**src/em_pkg.sv**
```systemverilog
package em_pkg;
	// one-second measurement window
	localparam int unsigned SECOND_NS = 1000000000;
	localparam int unsigned CLK_PERIOD_NS = 25;
	localparam int unsigned SECOND_CYCLES = SECOND_NS / CLK_PERIOD_NS;

	// widths
	localparam int unsigned RATE_W = 32;
	localparam int unsigned TIME_W = 16;
	localparam int unsigned BYTES_W = 16;

	// energy management indicator carried by the bonding change
	localparam logic [1:0] IND_NONE = 2'h0;
	localparam logic [1:0] IND_ONE_PAIR = 2'h1;
	localparam logic [1:0] IND_LIGHT_SLEEP = 2'h2;

	// requested power mode in a request (same coding as the indicator)
	localparam logic [1:0] PMODE_NORMAL = 2'h0;

	// response codes
	localparam logic [7:0] RSP_OK = 8'h01;
	localparam logic [7:0] RSP_REJ_TEMP = 8'h02;
	localparam logic [7:0] RSP_REJ_DISABLED = 8'h03;
	localparam logic [7:0] RSP_REJ_MASKS = 8'h04;

	// feature bit positions in capability and control words
	localparam int unsigned FEAT_ONE_PAIR = 0;
	localparam int unsigned FEAT_LIGHT_SLEEP = 1;

	// guaranteed reserved rate limit while in a mode
	localparam logic [15:0] RESERVED_LIMIT_KBPS = 16'h00c8;

	// reset values
	localparam logic [RATE_W-1:0] RATE_RST = 32'h0;
	localparam logic [TIME_W-1:0] TIME_RST = 16'h0;
	localparam logic [7:0] CODE_RST = 8'h00;

	typedef struct packed {
		logic [RATE_W-1:0] us_entry_rate;
		logic [RATE_W-1:0] ds_entry_rate;
		logic [RATE_W-1:0] us_exit_rate;
		logic [RATE_W-1:0] ds_exit_rate;
		logic [TIME_W-1:0] us_entry_time;
		logic [TIME_W-1:0] ds_entry_time;
		logic [TIME_W-1:0] us_exit_time;
		logic [TIME_W-1:0] ds_exit_time;
	} thr_set_t;
endpackage : em_pkg

```
**src/em_link_if.sv**
```systemverilog
`timescale 1ns/10ps
`default_nettype none
interface em_link_if;
	// energy request, held until the response
	logic req_valid;
	logic [1:0] req_mode;
	// energy response, one-cycle pulse
	logic rsp_valid;
	logic [7:0] rsp_code;
	// bonding change, held until acknowledged
	logic dbc_valid;
	logic [1:0] dbc_indicator;
	logic dbc_ack;

	modport modem (
		output req_valid,
		output req_mode,
		input rsp_valid,
		input rsp_code,
		input dbc_valid,
		input dbc_indicator,
		output dbc_ack
	);

	modport headend (
		input req_valid,
		input req_mode,
		output rsp_valid,
		output rsp_code,
		output dbc_valid,
		output dbc_indicator,
		input dbc_ack
	);
endinterface : em_link_if
`default_nettype wire

```
**src/em_modem_end.sv**
```systemverilog
`timescale 1ns/10ps
`default_nettype none
module em_modem_end #(
	parameter int unsigned SECOND_CYCLES = em_pkg::SECOND_CYCLES
) (
	// clock and reset
	input wire logic ref_clk,
	input wire logic rst,
	// link to head-end
	em_link_if.modem link,
	// provisioning
	input wire logic operational,
	input wire logic [1:0] cap_confirm,
	input wire logic [1:0] cfg_enable,
	input wire logic primary_ofdm,
	input wire em_pkg::thr_set_t thr_one_pair,
	input wire em_pkg::thr_set_t thr_light_sleep,
	input wire logic [15:0] cycle_period_s,
	// forwarded upstream traffic, already rate limited
	input wire logic us_valid,
	input wire logic [15:0] us_bytes,
	input wire logic us_mgmt,
	// forwarded downstream traffic at the MAC interface
	input wire logic ds_valid,
	input wire logic [15:0] ds_bytes,
	input wire logic ds_mgmt,
	// status
	output logic feature_on,
	output logic in_mode,
	output logic [1:0] em_mode,
	output logic [31:0] us_rate,
	output logic [31:0] ds_rate,
	output logic [7:0] last_code
);
	typedef enum logic {ST_IDLE, ST_WAIT_RSP} m_state_t;
	m_state_t state;
	logic [1:0] req_mode_q;
	logic [31:0] sec_cnt;
	logic [15:0] cyc_left;
	logic [31:0] acc [2];
	logic [31:0] rate_q [2];
	logic [15:0] streak [2];
	logic [1:0] met;
	logic [1:0] cnt_en;
	logic [15:0] bytes_in [2];
	logic [31:0] ent_rate [2];
	logic [31:0] ext_rate [2];
	logic [15:0] ent_time [2];
	logic [15:0] ext_time [2];

	// feature and threshold selection
	wire [1:0] feat_ok = cap_confirm & cfg_enable;
	wire sel_ls = primary_ofdm;
	assign feature_on = sel_ls ? feat_ok[em_pkg::FEAT_LIGHT_SLEEP]
		: feat_ok[em_pkg::FEAT_ONE_PAIR];
	wire em_pkg::thr_set_t thr = sel_ls ? thr_light_sleep : thr_one_pair;
	wire monitoring = operational && feature_on;

	wire tick = monitoring && sec_cnt == SECOND_CYCLES - 1;

	assign cnt_en[0] = us_valid && !us_mgmt;
	assign cnt_en[1] = ds_valid && !ds_mgmt;
	assign bytes_in[0] = us_bytes;
	assign bytes_in[1] = ds_bytes;
	assign ent_rate[0] = thr.us_entry_rate;
	assign ent_rate[1] = thr.ds_entry_rate;
	assign ext_rate[0] = thr.us_exit_rate;
	assign ext_rate[1] = thr.ds_exit_rate;
	assign ent_time[0] = thr.us_entry_time;
	assign ent_time[1] = thr.ds_entry_time;
	assign ext_time[0] = thr.us_exit_time;
	assign ext_time[1] = thr.ds_exit_time;
	assign us_rate = rate_q[0];
	assign ds_rate = rate_q[1];

	// request decision
	wire want_entry = !in_mode && met == 2'b11 && cyc_left == em_pkg::TIME_RST;
	wire want_exit = in_mode && met != 2'b00;
	wire req_fire = state == ST_IDLE && monitoring && (want_entry || want_exit);

	// bonding change: completes in the cycle it is offered
	wire dbc_enter = link.dbc_valid && (link.dbc_indicator == em_pkg::IND_ONE_PAIR
		|| link.dbc_indicator == em_pkg::IND_LIGHT_SLEEP);
	wire dbc_leave = link.dbc_valid && link.dbc_indicator == em_pkg::IND_NONE;
	wire mode_flip = (dbc_enter && !in_mode) || (dbc_leave && in_mode);

	assign link.dbc_ack = link.dbc_valid;
	assign link.req_valid = state == ST_WAIT_RSP;
	assign link.req_mode = req_mode_q;

	// one-second window timer
	always_ff @(posedge ref_clk or posedge rst) begin
		if (rst) begin
			sec_cnt <= em_pkg::RATE_RST;
		end else if (!monitoring || tick) begin
			sec_cnt <= em_pkg::RATE_RST;
		end else begin
			sec_cnt <= sec_cnt + 32'h1;
		end
	end

	// per-direction counting and consecutive-second streaks
	for (genvar d = 0; d < 2; d++) begin : g_dir
		wire [31:0] take = cnt_en[d] ? {16'h0, bytes_in[d]} : 32'h0;
		wire [31:0] sample = acc[d] + take;
		wire pass = in_mode ? (sample > ext_rate[d]) : (sample < ent_rate[d]);
		wire [15:0] need = in_mode ? ext_time[d] : ent_time[d];

		assign met[d] = streak[d] >= need;

		always_ff @(posedge ref_clk or posedge rst) begin
			if (rst) begin
				acc[d] <= em_pkg::RATE_RST;
				rate_q[d] <= em_pkg::RATE_RST;
			end else if (!monitoring || tick) begin
				acc[d] <= em_pkg::RATE_RST;
				if (tick) begin
					rate_q[d] <= sample;
				end
			end else begin
				acc[d] <= sample;
			end
		end

		always_ff @(posedge ref_clk or posedge rst) begin
			if (rst) begin
				streak[d] <= em_pkg::TIME_RST;
			end else if (!monitoring || mode_flip || req_fire) begin
				streak[d] <= em_pkg::TIME_RST;
			end else if (tick) begin
				if (!pass) begin
					streak[d] <= em_pkg::TIME_RST;
				end else if (streak[d] != 16'hffff) begin
					streak[d] <= streak[d] + 16'h1;
				end
			end
		end
	end

	// cycle-period timer, counted in seconds from each entry request
	always_ff @(posedge ref_clk or posedge rst) begin
		if (rst) begin
			cyc_left <= em_pkg::TIME_RST;
		end else if (req_fire && want_entry) begin
			cyc_left <= cycle_period_s;
		end else if (tick && cyc_left != em_pkg::TIME_RST) begin
			cyc_left <= cyc_left - 16'h1;
		end
	end

	// request handshake
	always_ff @(posedge ref_clk or posedge rst) begin
		if (rst) begin
			state <= ST_IDLE;
			req_mode_q <= em_pkg::PMODE_NORMAL;
			last_code <= em_pkg::CODE_RST;
		end else begin
			case (state)
				ST_IDLE: begin
					if (req_fire) begin
						if (want_entry) begin
							req_mode_q <= sel_ls ? em_pkg::IND_LIGHT_SLEEP
								: em_pkg::IND_ONE_PAIR;
						end else begin
							req_mode_q <= em_pkg::PMODE_NORMAL;
						end
						state <= ST_WAIT_RSP;
					end
				end
				ST_WAIT_RSP: begin
					if (link.rsp_valid) begin
						last_code <= link.rsp_code;
						state <= ST_IDLE;
					end
				end
				default: begin
					state <= ST_IDLE;
				end
			endcase
		end
	end

	// mode changes only on a completed bonding change
	always_ff @(posedge ref_clk or posedge rst) begin
		if (rst) begin
			in_mode <= 1'b0;
			em_mode <= em_pkg::IND_NONE;
		end else if (dbc_enter) begin
			in_mode <= 1'b1;
			em_mode <= link.dbc_indicator;
		end else if (dbc_leave) begin
			in_mode <= 1'b0;
			em_mode <= em_pkg::IND_NONE;
		end
	end
endmodule : em_modem_end
`default_nettype wire

```
**src/flat_wrapper.sv**
```systemverilog
// flat-port wrapper written by rule: the top's interface ports become plain ports
module em_modem_end_flat 
#(
	parameter int unsigned SECOND_CYCLES = em_pkg::SECOND_CYCLES
)
  (ref_clk, rst, operational, cap_confirm, cfg_enable, primary_ofdm, thr_one_pair, thr_light_sleep, cycle_period_s, us_valid, us_bytes, us_mgmt, ds_valid, ds_bytes, ds_mgmt, feature_on, in_mode, em_mode, us_rate, ds_rate, last_code, link_req_valid, link_req_mode, link_rsp_valid, link_rsp_code, link_dbc_valid, link_dbc_indicator, link_dbc_ack);
  em_link_if link_i ();
  input wire logic ref_clk;
  input wire logic rst;
  input wire logic operational;
  input wire logic [1:0] cap_confirm;
  input wire logic [1:0] cfg_enable;
  input wire logic primary_ofdm;
  input wire em_pkg::thr_set_t thr_one_pair;
  input wire em_pkg::thr_set_t thr_light_sleep;
  input wire logic [15:0] cycle_period_s;
  input wire logic us_valid;
  input wire logic [15:0] us_bytes;
  input wire logic us_mgmt;
  input wire logic ds_valid;
  input wire logic [15:0] ds_bytes;
  input wire logic ds_mgmt;
  output logic feature_on;
  output logic in_mode;
  output logic [1:0] em_mode;
  output logic [31:0] us_rate;
  output logic [31:0] ds_rate;
  output logic [7:0] last_code;
  output wire logic [$bits(link_i.req_valid)-1:0] link_req_valid;
  output wire logic [$bits(link_i.req_mode)-1:0] link_req_mode;
  input wire logic [$bits(link_i.rsp_valid)-1:0] link_rsp_valid;
  input wire logic [$bits(link_i.rsp_code)-1:0] link_rsp_code;
  input wire logic [$bits(link_i.dbc_valid)-1:0] link_dbc_valid;
  input wire logic [$bits(link_i.dbc_indicator)-1:0] link_dbc_indicator;
  output wire logic [$bits(link_i.dbc_ack)-1:0] link_dbc_ack;
  assign link_req_valid = link_i.req_valid;
  assign link_req_mode = link_i.req_mode;
  assign link_i.rsp_valid = link_rsp_valid;
  assign link_i.rsp_code = link_rsp_code;
  assign link_i.dbc_valid = link_dbc_valid;
  assign link_i.dbc_indicator = link_dbc_indicator;
  assign link_dbc_ack = link_i.dbc_ack;
  em_modem_end #(.SECOND_CYCLES(SECOND_CYCLES)) u_core (.ref_clk(ref_clk), .rst(rst), .link(link_i), .operational(operational), .cap_confirm(cap_confirm), .cfg_enable(cfg_enable), .primary_ofdm(primary_ofdm), .thr_one_pair(thr_one_pair), .thr_light_sleep(thr_light_sleep), .cycle_period_s(cycle_period_s), .us_valid(us_valid), .us_bytes(us_bytes), .us_mgmt(us_mgmt), .ds_valid(ds_valid), .ds_bytes(ds_bytes), .ds_mgmt(ds_mgmt), .feature_on(feature_on), .in_mode(in_mode), .em_mode(em_mode), .us_rate(us_rate), .ds_rate(ds_rate), .last_code(last_code));
endmodule
```
**config.mk**
```make
export PLATFORM = sky130hd
export DESIGN_NAME = em_modem_end_flat
export DESIGN_NICKNAME = d
export VERILOG_FILES = /design/src/em_pkg.sv /design/src/em_link_if.sv /design/src/em_modem_end.sv /design/src/flat_wrapper.sv
export SDC_FILE = /design/constraint.sdc
export NUM_CORES = 1
export LEC_CHECK = 0
export BUFFER_PORTS_ARGS = -buffer_cell sky130_fd_sc_hd__buf_2
export CAP_MARGIN = 20
export CELL_PAD_IN_SITES_DETAIL_PLACEMENT = 0
export CELL_PAD_IN_SITES_GLOBAL_PLACEMENT = 1
export CORE_MARGIN = 2
export CORE_UTILIZATION = 25
export DETAILED_ROUTE_END_ITERATION = 8
export PLACE_DENSITY = 0.59
export SLEW_MARGIN = 20
export SYNTH_ARGS = -nofsm -noshare
export SYNTH_HDL_FRONTEND = slang
export SYNTH_SLANG_ARGS = --single-unit
```
**constraint.sdc**
```tcl
create_clock -name ref_clk -period 22.1 [get_ports ref_clk]
set_input_delay 4.42 -clock ref_clk [delete_from_list [all_inputs] [get_ports ref_clk]]
set_output_delay 4.42 -clock ref_clk [all_outputs]
set_load 0.005 [all_outputs]
```
# Word-level counts from Yosys, hierarchy flattened
# Index checks and enable logic that the tools add are counted.
[word_totals]
memories = 0
wordCells = 102
latchBits = 0
mem_bits_rw = 0
output_inout_bits = 80
regBits = 222
in_bits = 456
rom_bits = 0
[classes]
bitwise_logic = 2
shifts = 0
add_sub_neg = 6
eq_ne = 8
n_mux = 30
multipliers = 0
order_cmp = 6
div_mod_pow = 0
n_reduce_logical = 37
[op_table]
columns = ["op", "count"]
rows = [
  ["$mux W16", 14],
  ["$mux W192", 1],
  ["$mux W32", 3],
  ["$add A32 B32 Y32", 2],
  ["$gt A32 B32 Y1", 2],
  ["$lt A32 B32 Y1", 2],
  ["$add A16 B1 Y16 const B", 2],
  ["$add A32 B1 Y32 const B", 1],
  ["$eq A32 B26 Y1 const B", 1],
  ["$ge A16 B16 Y1", 2],
  ["$ne A16 B16 Y1 const B", 2],
  ["$logic_not A16 Y1", 1],
  ["$reduce_bool A16 Y1", 1],
  ["$sub A16 B1 Y16 const B", 1],
  ["$logic_and A1 B1 Y1", 15],
  ["$reduce_and A2 Y1", 5],
  ["$mux W2", 4],
  ["$reduce_bool A2 Y1", 4],
  ["$mux W1", 7],
  ["$logic_or A1 B1 Y1", 6],
  ["$ne A3 B3 Y1 const B", 2],
  ["$eq A2 B2 Y1 const B", 2],
  ["$logic_not A1 Y1", 4],
  ["$and A2 B2 Y2", 1],
  ["4 further kinds", 4],
]

# Logic depth before layout (Yosys ltp)
[depth]
word_depth = 11
depth_mapped = 27
ltp_nobuf = 24

# Least setup slack after synthesis
# OpenSTA, ideal clock, no wires.
[synth_path]
kind = "input-to-reg"
start = "input port us_valid"
end = "register u_core.streak[19] in the netlist's numbering"
path_stages = 22
setup_slack_ps = 12334
arrival_ps = 9688
path_buffers = 1
t_required_ps = 22022
setup_time_ps = 78
cell_sequence = "nor2b_1 clkbuf_1 and2_1 ha_1 a21oi_1 o21bai_1 a21o_1 a221o_1 a31o_2 a221oi_1 nor3_1 xnor2_1 inv_1 ha_1 nand4_1 or4_1 nor2b_1 a22oi_1 o211ai_1 nand2_1 or4b_2 a21oi_1"
[synth_via]
elab_chain_cells = 8
word_cells_on_any_way = 11
classes_between = "1 x add/sub; 2 x order compare; 1 x eq/ne; 5 x mux; 2 x reduce/logical"
[synth_rtl]
columns = ["element", "line", "text"]
rows = [
  ["from (decl)", "flat_wrapper.sv:17", "input wire logic us_valid;"],
  ["$logic_and A1 B1 Y1 *", "em_modem_end.sv:61", "assign cnt_en[0] = us_valid && !us_mgmt;"],
  ["$mux W16 *", "em_modem_end.sv:104", "wire [31:0] take = cnt_en[d] ? {16'h0, bytes_in[d]} : 32'h0;"],
  ["$add A32 B32 Y32 *", "em_modem_end.sv:105", "wire [31:0] sample = acc[d] + take;"],
  ["via u_core.g_dir[0].sample[31]", "em_modem_end.sv:105", ""],
  ["$lt A32 B32 Y1 / $gt A32 B32 Y1 (equally long branches)", "em_modem_end.sv:106", "wire pass = in_mode ? (sample > ext_rate[d]) : (sample < ent_rate[d]);"],
  ["$mux W1 *", "em_modem_end.sv:106", ""],
  ["$mux W16", "em_modem_end.sv:131", "if (!pass) begin"],
  ["$mux W16", "em_modem_end.sv:130", "end else if (tick) begin"],
  ["$mux W16", "em_modem_end.sv:128", "end else if (!monitoring || mode_flip || req_fire) begin"],
  ["to (signal, indexed assignment)", "em_modem_end.sv:127", "streak[d] <= em_pkg::TIME_RST;"],
  ["to (signal, indexed assignment)", "em_modem_end.sv:129", "streak[d] <= em_pkg::TIME_RST;"],
  ["to (signal, indexed assignment)", "em_modem_end.sv:132", "streak[d] <= em_pkg::TIME_RST;"],
  ["to (decl)", "em_modem_end.sv:42", "logic [15:0] streak [2];"],
]
# Mark *: on every way through the listed nets, which the timed path passes. The rest lies on a longest branch. The select of a mux whose other input is x is not followed.
# A chain may end at the register's enable or synchronous reset.

# Worst setup path after layout
[layout_path]
start = "input port us_mgmt"
end = "register u_core.streak[21] in the netlist's numbering"
[layout_via]
elab_chain_cells = 9
word_cells_on_any_way = 12
classes_between = "1 x add/sub; 2 x order compare; 1 x eq/ne; 5 x mux; 3 x reduce/logical"
[layout_rtl]
columns = ["element", "line", "text"]
rows = [
  ["from (decl)", "flat_wrapper.sv:19", "input wire logic us_mgmt;"],
  ["$logic_not A1 Y1 *", "em_modem_end.sv:61", ""],
  ["$logic_and A1 B1 Y1 *", "em_modem_end.sv:61", ""],
  ["$mux W16 *", "em_modem_end.sv:104", ""],
  ["$add A32 B32 Y32 *", "em_modem_end.sv:105", ""],
  ["via u_core.g_dir[0].sample[30]", "em_modem_end.sv:105", ""],
  ["$lt A32 B32 Y1 / $gt A32 B32 Y1 (equally long branches)", "em_modem_end.sv:106", ""],
  ["$mux W1 *", "em_modem_end.sv:106", ""],
  ["$mux W16", "em_modem_end.sv:131", ""],
  ["$mux W16", "em_modem_end.sv:130", ""],
  ["$mux W16", "em_modem_end.sv:128", ""],
]
# Marks and branches as above.

==> run summary <==
post-CTS setup buffer count: 0
syn_area_per_cell: 9.153 um^2
DR WL/cell: 18.11 um
global-route wire length before repair: 90.73 mm
H-tree levels: 1
Buffers on Ports: 535
final setup TNS: 0 ns
share of cells above drive strength 1: 27.62%
VDD IR-drop max: 0.05186 mV
Worst Setup End Kind: flip-flop
met1 Usage GRT: 20.91%
area of placed instances: 20580 um^2
Starting Density: 25.26%
Hold Buf Count CTS: 0
DR pass1 iterations: 5
1st-iter DRT viols: 675
Crit Path Category: in -> reg
initial antenna violation count: 8
worst min path class: reg -> reg
share of the core filled with cells: 32.07%
final wirelength: 59.02 mm
post-route ant nets: 0
via density per instance: 4.736
CP required: 22.57 ns
slew of the pin with the lowest slew margin: 0.9351 ns
Worst-Skew Late Latency: 0.57 ns
routed vias: 15430
hpwl dp: 47.41 mm
Pwr Density: 50.79 nW/um^2
Cell Area, Synth: 17000 um^2
status: complete, no violations
FF+latch count, synth: 222
register area share after synthesis: 32.69%
Reg area: 5557 um^2
nets@finish: 3018
Hold Vio Cnt, Final: 0
routability congestion estimate: 0.8537
post-route cell area: 21580 um^2
residual DRC count: 0
Tcrit/Tclk final: 47.71%
area grow syn2layout: 26.96%
number of gates resized after CTS: 0
GRT Util Overall: 16.41%
I/O pin count: 536
largest net degree at the start of global routing: 100
met3 track demand over resource: 2.294%
RSZ-0062 raised after global routing: no
fin crit period: 10.54 ns
max-cap violation count: 0
core region area: 67280 um^2
Rel. slew slack: 37.39%
Root Driver: clkbuf_16
synth unique cells: 70
Die Y: 264.7 um
CTS tree: built
ys async rst share: 100.0%
Setup violations, final: 0
Max Root-Sink Buffers: 3
CTS buffer count: 29
Multi-input gate area: 10690 um^2
most common cell after layout, fill and taps aside: buf_2
max-slew violation count: 0
Critical Path AT: 11.01 ns
cell count after synthesis: 1857
commonest non-fill, non-tap cells in the layout: buf_2 (535), dfrtp_1 (221), ha_1 (195), nand2_1 (173), nor2_1 (173)
Die Area: 70090 um^2
M2 GR Usage: 29.32%
Post-synth EDFFs: 0
CTS sink cnt: 222
Mapped Nets: 2510
Clock Skews: 0.02971 ns
DIE WIDTH: 264.7 um
busiest grt layer: met2
crit path launch type: input pin
vias in the first global route: 16060
Clk pin slew, worst setup/hold paths: 0.06 ns
fmax: 94.84 MHz
Synth Flop Type: dfrtp_1
Ys Warns: 0
P_leak: 11.52 nW
Std-Cell Rows: 95
Filler Cells Inserted: 7097
CP max FO: 16
GRT overflow: 0
-- logic make-up (layout without fill, tap and decap cells) --
logic type | count (synthesis) | in the layout | share of synthesized area [%]
buf+inv | 198 | 723 | 4.498
flops | 222 | 222 | 32.69
mux | 173 | 173 | 12.64
other cells | 0 | 4 | 0
simple gates | 610 | 610 | 17.69
xor+xnor | 101 | 101 | 5.205
fa+ha+maj | 197 | 197 | 14.59
compound gates | 356 | 356 | 12.69
-- cells in the mapped netlist (3+ instances only) --
cell,n,area (um^2)
dfrtp_1,222,5555
nor4b_1,3,26.28
or4_1,9,67.56
nor2_1,173,649.4
mux4_2,32,720.7
and4_1,16,140.1
xor2_1,45,394.1
mux2i_1,128,1281
o41ai_1,3,26.28
clkbuf_1,39,146.4
a211oi_1,9,67.56
a22o_1,3,26.28
nor4_1,8,50.05
mux2_2,13,146.4
nor3b_1,3,22.52
buf_1,20,75.07
nor2_2,3,18.77
a21oi_1,113,565.5
nand2_1,173,649.4
a221oi_1,5,43.79
a21o_1,41,307.8
a221o_1,3,30.03
and2_1,34,212.7
nand4_1,36,225.2
nor2b_1,19,118.9
and3_1,28,175.2
or4b_2,3,30.03
nand3b_1,6,45.04
o21bai_1,5,37.54
nand3_1,39,195.2
or2_2,4,25.02
nand2b_1,9,56.30
inv_1,131,491.7
a31oi_1,6,37.54
ha_1,195,2440
o211ai_1,9,67.56
a211o_1,3,26.28
buf_2,5,25.02
o21ai_0,118,590.6
a2111oi_0,4,35.03
o21a_1,11,82.58
xnor2_1,56,490.5
or3_1,7,43.79
nor3_1,27,135.1
-- state kept, by name (all words and copies together) (netlist names) --
register	count
u_core.acc	64
u_core.ds_rate	32
u_core.sec_cnt	32
u_core.streak	32
u_core.us_rate	32
u_core.cyc_left	16
u_core.last_code	8
u_core.em_mode	2
u_core.link.req_mode	2
u_core.in_mode	1
u_core.link.req_valid	1
-- layout make-up --
cell class                      instances  area share [%]
Antenna cell                            4         0.04639
Clock buffer                           38           3.798
Clock inverter                         10          0.7074
Inverter                              131           2.314
Multi-Input combinational cell       1437           49.55
Sequential cell                       222           25.75
Tap cell                              873           5.062
Timing Repair Buffer                  544           12.77
-- critical path, cell delays in order --
cell       delay (ns)
buf_2            0.10
nor2b_2          0.49
and2_1           0.22
ha_1             0.19
inv_1            0.07
fa_1             0.39
nor2b_1          0.13
o21a_1           0.14
o21ai_0          0.14
a21oi_1          0.28
o31ai_1          0.14
a211oi_2         0.61
o2111ai_1        0.25
xor2_1           0.28
inv_1            0.11
ha_1             0.31
nor2b_1          0.12
o21ai_0          0.17
nand3_1          0.15
nand3b_1         0.22
o211ai_1         0.76
nand2_1          0.39
or4b_2           0.73
a21oi_1          0.17
-- metal layers --
| metal | vias up | wire length, um |
|---|---|---|
| met5 | - | 8 |
| met4 | 2 | 996 |
| met3 | 59 | 2489 |
| met2 | 347 | 29080 |
| met1 | 7389 | 26440 |
| li1 | 7636 | - |
-- report_power, final --
| part | leakage (nW) | switching (W) | total, W | internal [W] |
|---|---|---|---|---|
| clock network | 0.480 | 0.000187 | 0.000490 | 0.000303 |
| registers | 3.08 | 0.00000270 | 0.000414 | 0.000411 |
| logic | 7.96 | 0.000104 | 0.000192 | 0.0000880 |
| total | 11.5 | 0.000294 | 0.00110 | 0.000802 |
-- per-stage QoR --
stage                     setup slack, ns  hold slack, ns  power [W]  cells
after floorplan                     11.60          0.4690  0.0005294   1857
after global placement              10.55          0.4606  0.0006124   3206
after detailed placement            10.55          0.4663  0.0006166   3207
after CTS                           11.13          0.4801   0.001119   3255
after global routing                10.97          0.5056   0.001156   3259
final                               11.56          0.4725   0.001096   3259
-- path summary, 6_finish.rpt --
check                      slack (ns)  cells after the start          startpoint                  to
hold reg to reg                  0.47                      2  u_core.us_rate[26]  u_core.us_rate[26]
setup / recovery                11.56                     24             us_mgmt   u_core.streak[21]
min in group asynchronous        3.97                      2                 rst  u_core.ds_rate[19]
hold / removal                   0.47                      2  u_core.us_rate[26]  u_core.us_rate[26]
max in group asynchronous       15.95                      4                 rst  u_core.sec_cnt[26]
setup reg to reg                15.86                     21      u_core.acc[40]   u_core.streak[21]
(Power assumes the default switching activity.)
